<file path="config.mk">
export PLATFORM = sky130hd
export DESIGN_NAME = atx_top
export DESIGN_NICKNAME = d
export VERILOG_FILES = /design/src/atx_pkg.sv /design/src/atx_exec_if.sv /design/src/atx_decode.sv /design/src/atx_top.sv
export VERILOG_INCLUDE_DIRS = /design/src /design/src/src
export SDC_FILE = /design/constraint.sdc
export NUM_CORES = 1
export LEC_CHECK = 0
export BUFFER_PORTS_ARGS = -buffer_cell sky130_fd_sc_hd__clkbuf_2
export CAP_MARGIN = 40
export CORE_MARGIN = 2
export CORE_UTILIZATION = 40
export CTS_BUF_LIST = sky130_fd_sc_hd__clkbuf_16
export DETAILED_ROUTE_END_ITERATION = 6
export GPL_ROUTABILITY_DRIVEN = 1
export PLACE_DENSITY_LB_ADDON = 0.3
export SKIP_LAST_GASP = 1
export SLEW_MARGIN = 20
export SYNTH_ARGS = -nofsm -noshare
export SYNTH_HDL_FRONTEND = slang
export SYNTH_SLANG_ARGS = --single-unit
</file>
<file path="constraint.sdc">
create_clock -name clk -period 29.8 [get_ports clk]
set_input_delay 5.96 -clock clk [delete_from_list [all_inputs] [get_ports clk]]
set_output_delay 5.96 -clock clk [all_outputs]
set_load 0.05 [all_outputs]
</file>
<file path="src/atx_regs.svh">
`ifndef ATX_REGS_SVH
`define ATX_REGS_SVH

// register byte offsets
`define ATX_OFF_ACC 12'h000
`define ATX_OFF_FILE_PTR 12'h004
`define ATX_OFF_DATA_PTR 12'h008
`define ATX_OFF_CARRY 12'h00c
`define ATX_OFF_INSTR 12'h010
`define ATX_OFF_STATUS 12'h014
`define ATX_OFF_INT_CTRL_ONE 12'h018
`define ATX_OFF_WAKE_CTRL_ZERO 12'h01c
`define ATX_OFF_WAKE_CTRL_ONE 12'h020
`define ATX_OFF_WAKE_CTRL_TWO 12'h024
`define ATX_OFF_CLOCK_CTRL 12'h028
`define ATX_OFF_PULLUP_CTRL_ZERO 12'h02c
`define ATX_OFF_PULLUP_CTRL_ONE 12'h030
`define ATX_OFF_RAM_BASE 12'h100

// field positions
`define ATX_STATUS_HIT_BIT 0
`define ATX_STATUS_SKIP_BIT 1
`define ATX_STATUS_COUNT_LSB 8

// reset values
`define ATX_RST_NIBBLE 4'h0
`define ATX_RST_OPCODE 10'h000

// 10-bit instruction codes
`define ATX_OPC_INT_CTRL_ONE 10'h217
`define ATX_OPC_WAKE_CTRL_ZERO 10'h21b
`define ATX_OPC_WAKE_CTRL_ONE 10'h214
`define ATX_OPC_WAKE_CTRL_TWO 10'h215
`define ATX_OPC_CLOCK_CTRL 10'h216
`define ATX_OPC_PULLUP_CTRL_ZERO 10'h22d
`define ATX_OPC_PULLUP_CTRL_ONE 10'h22e
// upper six bits of the store group; low four carry the immediate
`define ATX_OPC_STORE_HI 6'h2b

`endif

</file>
<file path="src/atx_pkg.sv">
package atx_pkg;

    typedef enum logic [3:0] {
        op_none,
        op_copy_acc_to_int_ctrl_one,
        op_copy_acc_to_wake_ctrl_zero,
        op_copy_acc_to_wake_ctrl_one,
        op_copy_acc_to_wake_ctrl_two,
        op_store_acc_to_ram_xor_pointer,
        op_copy_acc_to_clock_ctrl,
        op_copy_acc_to_pullup_ctrl_zero,
        op_copy_acc_to_pullup_ctrl_one
    } atx_op_t;

    typedef logic [3:0] atx_nibble_t;

endpackage

</file>
<file path="src/atx_exec_if.sv">
`timescale 1ns/1ns
interface atx_exec_if;
    logic [9:0] opcode;
    atx_pkg::atx_op_t op;
    atx_pkg::atx_nibble_t imm;

    modport decoder (
        input opcode,
        output op,
        output imm
    );

    modport core (
        output opcode,
        input op,
        input imm
    );
endinterface

</file>
<file path="src/atx_decode.sv">
`timescale 1ns/1ns
`include "atx_regs.svh"
module atx_decode (
    atx_exec_if.decoder dec
);

    always_comb begin
        dec.imm = dec.opcode[3:0];
        if (dec.opcode == `ATX_OPC_INT_CTRL_ONE) begin
            dec.op = atx_pkg::op_copy_acc_to_int_ctrl_one;
        end else if (dec.opcode == `ATX_OPC_WAKE_CTRL_ZERO) begin
            dec.op = atx_pkg::op_copy_acc_to_wake_ctrl_zero;
        end else if (dec.opcode == `ATX_OPC_WAKE_CTRL_ONE) begin
            dec.op = atx_pkg::op_copy_acc_to_wake_ctrl_one;
        end else if (dec.opcode == `ATX_OPC_WAKE_CTRL_TWO) begin
            dec.op = atx_pkg::op_copy_acc_to_wake_ctrl_two;
        end else if (dec.opcode[9:4] == `ATX_OPC_STORE_HI) begin
            dec.op = atx_pkg::op_store_acc_to_ram_xor_pointer;
        end else if (dec.opcode == `ATX_OPC_CLOCK_CTRL) begin
            dec.op = atx_pkg::op_copy_acc_to_clock_ctrl;
        end else if (dec.opcode == `ATX_OPC_PULLUP_CTRL_ZERO) begin
            dec.op = atx_pkg::op_copy_acc_to_pullup_ctrl_zero;
        end else if (dec.opcode == `ATX_OPC_PULLUP_CTRL_ONE) begin
            dec.op = atx_pkg::op_copy_acc_to_pullup_ctrl_one;
        end else begin
            dec.op = atx_pkg::op_none;
        end
    end

endmodule // atx_decode

</file>
<file path="src/atx_top.sv">
// Decided for this implementation: the register offsets and the Wishbone register port.
`timescale 1ns/1ns
`include "atx_regs.svh"
module atx_top #(
    parameter int DP_W = 6
) (
    input wire logic clk,
    input wire logic rst,
    input wire logic wb_cyc_i,
    input wire logic wb_stb_i,
    input wire logic wb_we_i,
    input wire logic [11:0] wb_adr_i,
    input wire logic [3:0] wb_sel_i,
    input wire logic [31:0] wb_dat_i,
    output logic [31:0] wb_dat_o,
    output logic wb_ack_o,
    output logic [3:0] int_ctrl_one,
    output logic [3:0] wake_ctrl_zero,
    output logic [3:0] wake_ctrl_one,
    output logic [3:0] wake_ctrl_two,
    output logic [3:0] clock_ctrl,
    output logic [3:0] pullup_ctrl_zero,
    output logic [3:0] pullup_ctrl_one
);

    localparam int RAM_DEPTH = 1 << DP_W;
    localparam logic [11:0] RAM_END = 12'(`ATX_OFF_RAM_BASE + 4 * RAM_DEPTH);

    atx_exec_if exec_bus ();

    atx_decode u_decode (
        .dec(exec_bus)
    );

    // bus side
    logic ack_reg;
    logic ack_next;
    logic [31:0] rdata_reg;
    logic [31:0] rdata_next;
    logic bus_req;
    logic wr_lo;
    logic wr_instr;

    // architectural state
    logic [3:0] acc_reg;
    logic [3:0] acc_next;
    logic [3:0] file_ptr_reg;
    logic [3:0] file_ptr_next;
    logic [DP_W-1:0] ram_data_pointer_reg;
    logic [DP_W-1:0] ram_data_pointer_next;
    logic carry_flag_reg;
    logic carry_flag_next;
    logic [9:0] opcode_reg;
    logic [9:0] opcode_next;
    logic hit_reg;
    logic hit_next;
    logic [7:0] count_reg;
    logic [7:0] count_next;
    logic [3:0] int_ctrl_one_reg;
    logic [3:0] int_ctrl_one_next;
    logic [3:0] wake_ctrl_zero_reg;
    logic [3:0] wake_ctrl_zero_next;
    logic [3:0] wake_ctrl_one_reg;
    logic [3:0] wake_ctrl_one_next;
    logic [3:0] wake_ctrl_two_reg;
    logic [3:0] wake_ctrl_two_next;
    logic [3:0] clock_ctrl_reg;
    logic [3:0] clock_ctrl_next;
    logic [3:0] pullup_ctrl_zero_reg;
    logic [3:0] pullup_ctrl_zero_next;
    logic [3:0] pullup_ctrl_one_reg;
    logic [3:0] pullup_ctrl_one_next;
    logic [3:0] ram_reg [RAM_DEPTH];
    logic [3:0] ram_next [RAM_DEPTH];

    function automatic logic in_ram(input logic [11:0] adr);
        in_ram = (adr >= `ATX_OFF_RAM_BASE) && (adr < RAM_END);
    endfunction

    function automatic logic [DP_W-1:0] ram_index(input logic [11:0] adr);
        logic [11:0] rel;
        rel = adr - `ATX_OFF_RAM_BASE;
        ram_index = rel[DP_W+1:2];
    endfunction

    function automatic logic lo_write(input logic wr, input logic [11:0] adr,
        input logic [11:0] target);
        lo_write = wr && (adr == target);
    endfunction

    // one-cycle answer; ack drops the cycle after it was given
    always_comb begin
        bus_req = wb_cyc_i && wb_stb_i && !ack_reg;
        ack_next = bus_req;
        wr_lo = bus_req && wb_we_i && wb_sel_i[0];
        wr_instr = bus_req && wb_we_i && (wb_sel_i[1:0] == 2'b11)
            && (wb_adr_i == `ATX_OFF_INSTR);
        exec_bus.opcode = wb_dat_i[9:0];
    end

    always_comb begin
        // read data holds until the next read
        rdata_next = rdata_reg;
        if (bus_req && !wb_we_i) begin
            rdata_next = 32'h0000_0000;
            if (wb_adr_i == `ATX_OFF_ACC) begin
                rdata_next[3:0] = acc_reg;
            end else if (wb_adr_i == `ATX_OFF_FILE_PTR) begin
                rdata_next[3:0] = file_ptr_reg;
            end else if (wb_adr_i == `ATX_OFF_DATA_PTR) begin
                rdata_next[DP_W-1:0] = ram_data_pointer_reg;
            end else if (wb_adr_i == `ATX_OFF_CARRY) begin
                rdata_next[0] = carry_flag_reg;
            end else if (wb_adr_i == `ATX_OFF_INSTR) begin
                rdata_next[9:0] = opcode_reg;
            end else if (wb_adr_i == `ATX_OFF_STATUS) begin
                rdata_next[`ATX_STATUS_HIT_BIT] = hit_reg;
                // skip never requested by this group
                rdata_next[`ATX_STATUS_SKIP_BIT] = 1'b0;
                rdata_next[`ATX_STATUS_COUNT_LSB +: 8] = count_reg;
            end else if (wb_adr_i == `ATX_OFF_INT_CTRL_ONE) begin
                rdata_next[3:0] = int_ctrl_one_reg;
            end else if (wb_adr_i == `ATX_OFF_WAKE_CTRL_ZERO) begin
                rdata_next[3:0] = wake_ctrl_zero_reg;
            end else if (wb_adr_i == `ATX_OFF_WAKE_CTRL_ONE) begin
                rdata_next[3:0] = wake_ctrl_one_reg;
            end else if (wb_adr_i == `ATX_OFF_WAKE_CTRL_TWO) begin
                rdata_next[3:0] = wake_ctrl_two_reg;
            end else if (wb_adr_i == `ATX_OFF_CLOCK_CTRL) begin
                rdata_next[3:0] = clock_ctrl_reg;
            end else if (wb_adr_i == `ATX_OFF_PULLUP_CTRL_ZERO) begin
                rdata_next[3:0] = pullup_ctrl_zero_reg;
            end else if (wb_adr_i == `ATX_OFF_PULLUP_CTRL_ONE) begin
                rdata_next[3:0] = pullup_ctrl_one_reg;
            end else if (in_ram(wb_adr_i)) begin
                rdata_next[3:0] = ram_reg[ram_index(wb_adr_i)];
            end else begin
                rdata_next = 32'h0000_0000;
            end
        end
    end

    // software loads of the operand registers
    // no opcode path writes these
    always_comb begin
        acc_next = acc_reg;
        ram_data_pointer_next = ram_data_pointer_reg;
        carry_flag_next = carry_flag_reg;
        if (lo_write(wr_lo, wb_adr_i, `ATX_OFF_ACC)) begin
            acc_next = wb_dat_i[3:0];
        end
        if (lo_write(wr_lo, wb_adr_i, `ATX_OFF_DATA_PTR)) begin
            ram_data_pointer_next = wb_dat_i[DP_W-1:0];
        end
        if (lo_write(wr_lo, wb_adr_i, `ATX_OFF_CARRY)) begin
            carry_flag_next = wb_dat_i[0];
        end
    end

    // instruction status: last opcode, recognised flag, executed count
    always_comb begin
        opcode_next = opcode_reg;
        hit_next = hit_reg;
        count_next = count_reg;
        if (wr_instr) begin
            opcode_next = wb_dat_i[9:0];
            hit_next = (exec_bus.op != atx_pkg::op_none);
            if (exec_bus.op != atx_pkg::op_none) begin
                count_next = count_reg + 8'h01;
            end
        end
    end

    always_comb begin
        for (int i = 0; i < RAM_DEPTH; i++) begin
            ram_next[i] = ram_reg[i];
        end
        if (wr_instr && (exec_bus.op == atx_pkg::op_store_acc_to_ram_xor_pointer)) begin
            ram_next[ram_data_pointer_reg] = acc_reg;
        end
    end

    // instruction execution, one word, one cycle
    always_comb begin
        file_ptr_next = file_ptr_reg;
        int_ctrl_one_next = int_ctrl_one_reg;
        wake_ctrl_zero_next = wake_ctrl_zero_reg;
        wake_ctrl_one_next = wake_ctrl_one_reg;
        wake_ctrl_two_next = wake_ctrl_two_reg;
        clock_ctrl_next = clock_ctrl_reg;
        pullup_ctrl_zero_next = pullup_ctrl_zero_reg;
        pullup_ctrl_one_next = pullup_ctrl_one_reg;
        if (lo_write(wr_lo, wb_adr_i, `ATX_OFF_FILE_PTR)) begin
            file_ptr_next = wb_dat_i[3:0];
        end
        if (wr_instr) begin
            case (exec_bus.op)
                atx_pkg::op_copy_acc_to_int_ctrl_one: begin
                    int_ctrl_one_next = acc_reg;
                end
                atx_pkg::op_copy_acc_to_wake_ctrl_zero: begin
                    wake_ctrl_zero_next = acc_reg;
                end
                atx_pkg::op_copy_acc_to_wake_ctrl_one: begin
                    wake_ctrl_one_next = acc_reg;
                end
                atx_pkg::op_copy_acc_to_wake_ctrl_two: begin
                    wake_ctrl_two_next = acc_reg;
                end
                atx_pkg::op_store_acc_to_ram_xor_pointer: begin
                    file_ptr_next = file_ptr_reg ^ exec_bus.imm;
                end
                atx_pkg::op_copy_acc_to_clock_ctrl: begin
                    clock_ctrl_next = acc_reg;
                end
                atx_pkg::op_copy_acc_to_pullup_ctrl_zero: begin
                    pullup_ctrl_zero_next = acc_reg;
                end
                atx_pkg::op_copy_acc_to_pullup_ctrl_one: begin
                    pullup_ctrl_one_next = acc_reg;
                end
                default: begin
                    file_ptr_next = file_ptr_reg;
                end
            endcase
        end
    end

    always_ff @(posedge clk or posedge rst) begin
        if (rst) begin
            ack_reg <= 1'b0;
            rdata_reg <= 32'h0000_0000;
            acc_reg <= `ATX_RST_NIBBLE;
            file_ptr_reg <= `ATX_RST_NIBBLE;
            ram_data_pointer_reg <= '0;
            carry_flag_reg <= 1'b0;
            opcode_reg <= `ATX_RST_OPCODE;
            hit_reg <= 1'b0;
            count_reg <= 8'h00;
            int_ctrl_one_reg <= `ATX_RST_NIBBLE;
            wake_ctrl_zero_reg <= `ATX_RST_NIBBLE;
            wake_ctrl_one_reg <= `ATX_RST_NIBBLE;
            wake_ctrl_two_reg <= `ATX_RST_NIBBLE;
            clock_ctrl_reg <= `ATX_RST_NIBBLE;
            pullup_ctrl_zero_reg <= `ATX_RST_NIBBLE;
            pullup_ctrl_one_reg <= `ATX_RST_NIBBLE;
            for (int i = 0; i < RAM_DEPTH; i++) begin
                ram_reg[i] <= `ATX_RST_NIBBLE;
            end
        end else begin
            ack_reg <= ack_next;
            rdata_reg <= rdata_next;
            acc_reg <= acc_next;
            file_ptr_reg <= file_ptr_next;
            ram_data_pointer_reg <= ram_data_pointer_next;
            carry_flag_reg <= carry_flag_next;
            opcode_reg <= opcode_next;
            hit_reg <= hit_next;
            count_reg <= count_next;
            int_ctrl_one_reg <= int_ctrl_one_next;
            wake_ctrl_zero_reg <= wake_ctrl_zero_next;
            wake_ctrl_one_reg <= wake_ctrl_one_next;
            wake_ctrl_two_reg <= wake_ctrl_two_next;
            clock_ctrl_reg <= clock_ctrl_next;
            pullup_ctrl_zero_reg <= pullup_ctrl_zero_next;
            pullup_ctrl_one_reg <= pullup_ctrl_one_next;
            for (int i = 0; i < RAM_DEPTH; i++) begin
                ram_reg[i] <= ram_next[i];
            end
        end
    end

    // every output comes straight from a register
    always_comb begin
        wb_ack_o = ack_reg;
        wb_dat_o = rdata_reg;
        int_ctrl_one = int_ctrl_one_reg;
        wake_ctrl_zero = wake_ctrl_zero_reg;
        wake_ctrl_one = wake_ctrl_one_reg;
        wake_ctrl_two = wake_ctrl_two_reg;
        clock_ctrl = clock_ctrl_reg;
        pullup_ctrl_zero = pullup_ctrl_zero_reg;
        pullup_ctrl_one = pullup_ctrl_one_reg;
    end

endmodule // atx_top

</file>
==> metrics.md <==
| Metric | Value |
|---|---|
| Status | `completed` |
| Vias | `10,400` |
| DR iter-0 viols | `666` |
| Area contributors post-synth | `dfrtp_1 (51%), mux2_2 (20%), mux4_2 (6.6%)` |
| Hpwl dp | `26.9 mm` |
| Latest clock arrival within the worst-skew pair | `530 ps` |
| Hold-fix buffers, CTS | `0` |
| Inst Count DP | `1,770` |
| Measured slew at the worst slew-check pin | `899 ps` |
| Clk slew on worst S/H paths | `50 ps` |
| Post-synth EDFFs | `0` |
| Hold Path Class | `reg -> reg` |
| Hold_ws | `464 ps` |
| I/O pin count | `114` |
| Largest register FFs | `256` |
| Worst Path Required | `30,200 ps` |
| Fin. max-slew vios | `0` |
| Nets | `1,344` |
| DRT Pass-1 Iters | `5` |
| Synth Area in Simple Gates | `0.0948` |
| Die Width | `206 um` |
| Flop2flop setup slack | `26,440 ps` |
| Vias per cell | `5.68` |
| Final setup TNS | `0 ps` |
| Synth Flop Type | `dfrtp_1` |
| Clock share of power | `0.455` |
| Final setup vio count | `0` |
| Mux cell area share after synthesis | `0.306` |
| Yosys top cell area share | `0.515` |
| Final Critical Period | `8950 ps` |
| Die ar. | `42,300 um^2` |
| Sequential Power Share | `0.499` |
| Avg Inst Size Synth | `13.2 um^2` |
| Syn Inst Count | `1,235` |
| Post-synthesis sequential area ratio | `0.515` |
| GRT Overall Usage | `0.201` |
| RD Place Congestion | `0.823` |
| Worst EP arrival | `9350 ps` |
| Area Growth Syn to Fin | `12.2%` |
| Most frequent cells in the layout | `dfrtp_1 (331), mux2_2 (282), nand2_1 (101), clkbuf_2 (71), mux4_2 (48)` |
| Tcrit/Tclk final | `0.300` |
| Finished Layout Cells | `1,839` |
| Area leader, netlist | `dfrtp_1` |
| CTS Buf Count | `38` |
| Syn. warnings | `0` |
| Max Cap Viol | `0` |
| Net Sw Frac | `0.232` |
| Die span in y | `206 um` |
| Slew headroom | `0.393` |
| P_sw | `0.000212 W` |
| Port bufs | `73` |
| CP Launch Type | `input pin` |
| Post-Synth XOR/XNOR Area | `0.00377` |
| First-pass GRT wire length | `64.6 mm` |
| Post-Synth Adder-Cell Area | `0.000768` |
| Synth Area in Compound Gates | `0.0486` |
| FF+latch count, synth | `335` |
| Post-Syn Area | `16,300 um^2` |
| # DRC | `0` |
| Routed Antenna Nets | `0` |
| Pwr per Cell Area | `49.9 nW/um^2` |
| Setup Skew | `14.6 ps` |
| Synth cell types | `70` |
| CP Capture Type | `register` |
| CP max FO | `38` |
| Fill cell count | `3,547` |
| Clock sink count | `335` |
| WL final | `41.3 mm` |
| Asr flop ratio synth | `1.00` |
| Area of the multi-input gates | `7470 um^2` |
| Most common cell after layout, fill and taps aside | `dfrtp_1` |
| Static Leak | `8.80 nW` |
| Clock tree buffer depth | `3` |
| Final Util | `0.458` |
| Cell Rows | `73` |
| Power share of the combinational group | `0.046` |
| Largest net degree at the start of global routing | `75` |
| Internal power | `0.000701 W` |
| Design Power | `0.000913 W` |
| Core Box Area | `39,900 um^2` |
| RSZ-0062 raised after global routing | `no` |
| Clock root buffer | `clkbuf_16` |
| CP Class | `in -> reg` |
| FMAX | `112 MHz` |
| Final hold vios | `0` |
| Worst IR Drop VDD | `0.0346 mV` |
| Register area | `8390 um^2` |
| Total grt overflow | `0` |
| PostCTS Resize Cnt | `0` |
| Vias in the first global route | `10,800` |
| H-Tree Depth | `2` |
| Routed wire per std cell | `22.4 um` |
| Initial Util | `0.408` |
| Initial antenna violation count | `0` |
| Number of diodes | `0` |
| # Post-CTS Setup Buffers | `0` |
| CTS tree | `built` |
| Fraction of layout cells with a size suffix above 1 | `0.399` |
| Largest family of logic cells by synthesized area | `multiplexers` |
power by group through the flow:
stage / combinational (W) / sequential (W) / clock, W
3_3_place_gp: 0.0000404 / 0.000463 / 0
2_1_floorplan: 0.0000294 / 0.000464 / 0
4_1_cts: 0.0000422 / 0.000455 / 0.000426
5_1_grt: 0.0000462 / 0.000455 / 0.000445
3_5_place_dp: 0.0000421 / 0.000463 / 0
6_report: 0.0000421 / 0.000455 / 0.000416
cells in the mapped netlist, drive strengths merged, types with 3 or more instances:
cell and count:
o221ai 9, nor3 20, and3 5, nand4 5
and2 5, a22o 10, nand4b 3, nor2b 8
mux4 48, a21oi 29, a22oi 12, mux2i 42
nor3b 6, o21ai 19, nand3 20, or3 4
a311oi 3, or3b 3, or2 5, inv 6
o22ai 12, buf 44, nand3b 4, clkbuf 54
nor4 8, or4 5, dfrtp 335, nand2 101
mux2 307, xor2 4, nand2b 3, xnor2 3
and3b 4, nor2 57
metal layers:
metal / global-route usage / wire, um / vias up
li1: - / - / 4611
met1: 0.281 / 18600 / 5473
met2: 0.314 / 19100 / 296
met3: 0.0405 / 2510 / 65
met4: 0.0624 / 1050 / 0
met5: 0 / 0 / -
critical path, stage by stage:
cell and delay (ps):
buf_4 300, nor2_1 490, nand3_2 220, nor4_4 300, clkbuf_8 240, nand4_1 720, nor2_1 670, mux2_2 400
cells by family after synthesis:
group	Yosys count
multiplexers	397
flip-flops	335
AND/OR/NAND/NOR	273
AO/OA/AOI/OAI	117
buffers and inverters	104
XOR/XNOR	7
adder cells (fa/ha/maj)	1
other	1
area by class of cell:
| cell class | instances | share of cell area |
|---|---|---|
| clock buffer | 39 | 0.0534 |
| clock inverter | 25 | 0.00589 |
| inverter | 6 | 0.00164 |
| multi-input combinational | 811 | 0.409 |
| sequential | 335 | 0.459 |
| tap | 525 | 0.0359 |
| timing repair buffer | 98 | 0.0354 |
per-stage QoR:
stage,worst slack [ps],instance area (um^2)
after detailed placement,19970,17100
after CTS,20520,18200
after global routing,20760,18300
after global placement,20080,17000
final,20850,18300
after floorplan,14560,16300
path summary, 6_finish.rpt:
| path | start | endpoint | depth (start not counted) |
|---|---|---|---|
| setup / recovery | wb_adr_i[3] | ram_reg[224] | 8 |
| hold / removal | opcode_reg[9] | wb_dat_o[9] | 2 |
| setup reg to reg | wb_ack_o | ram_reg[224] | 7 |
| hold reg to reg | opcode_reg[9] | wb_dat_o[9] | 2 |
| max in group asynchronous | rst | ram_reg[183] | 7 |
| min in group asynchronous | rst | wb_dat_o[14] | 2 |
Power figures use the tool's default switching activity.
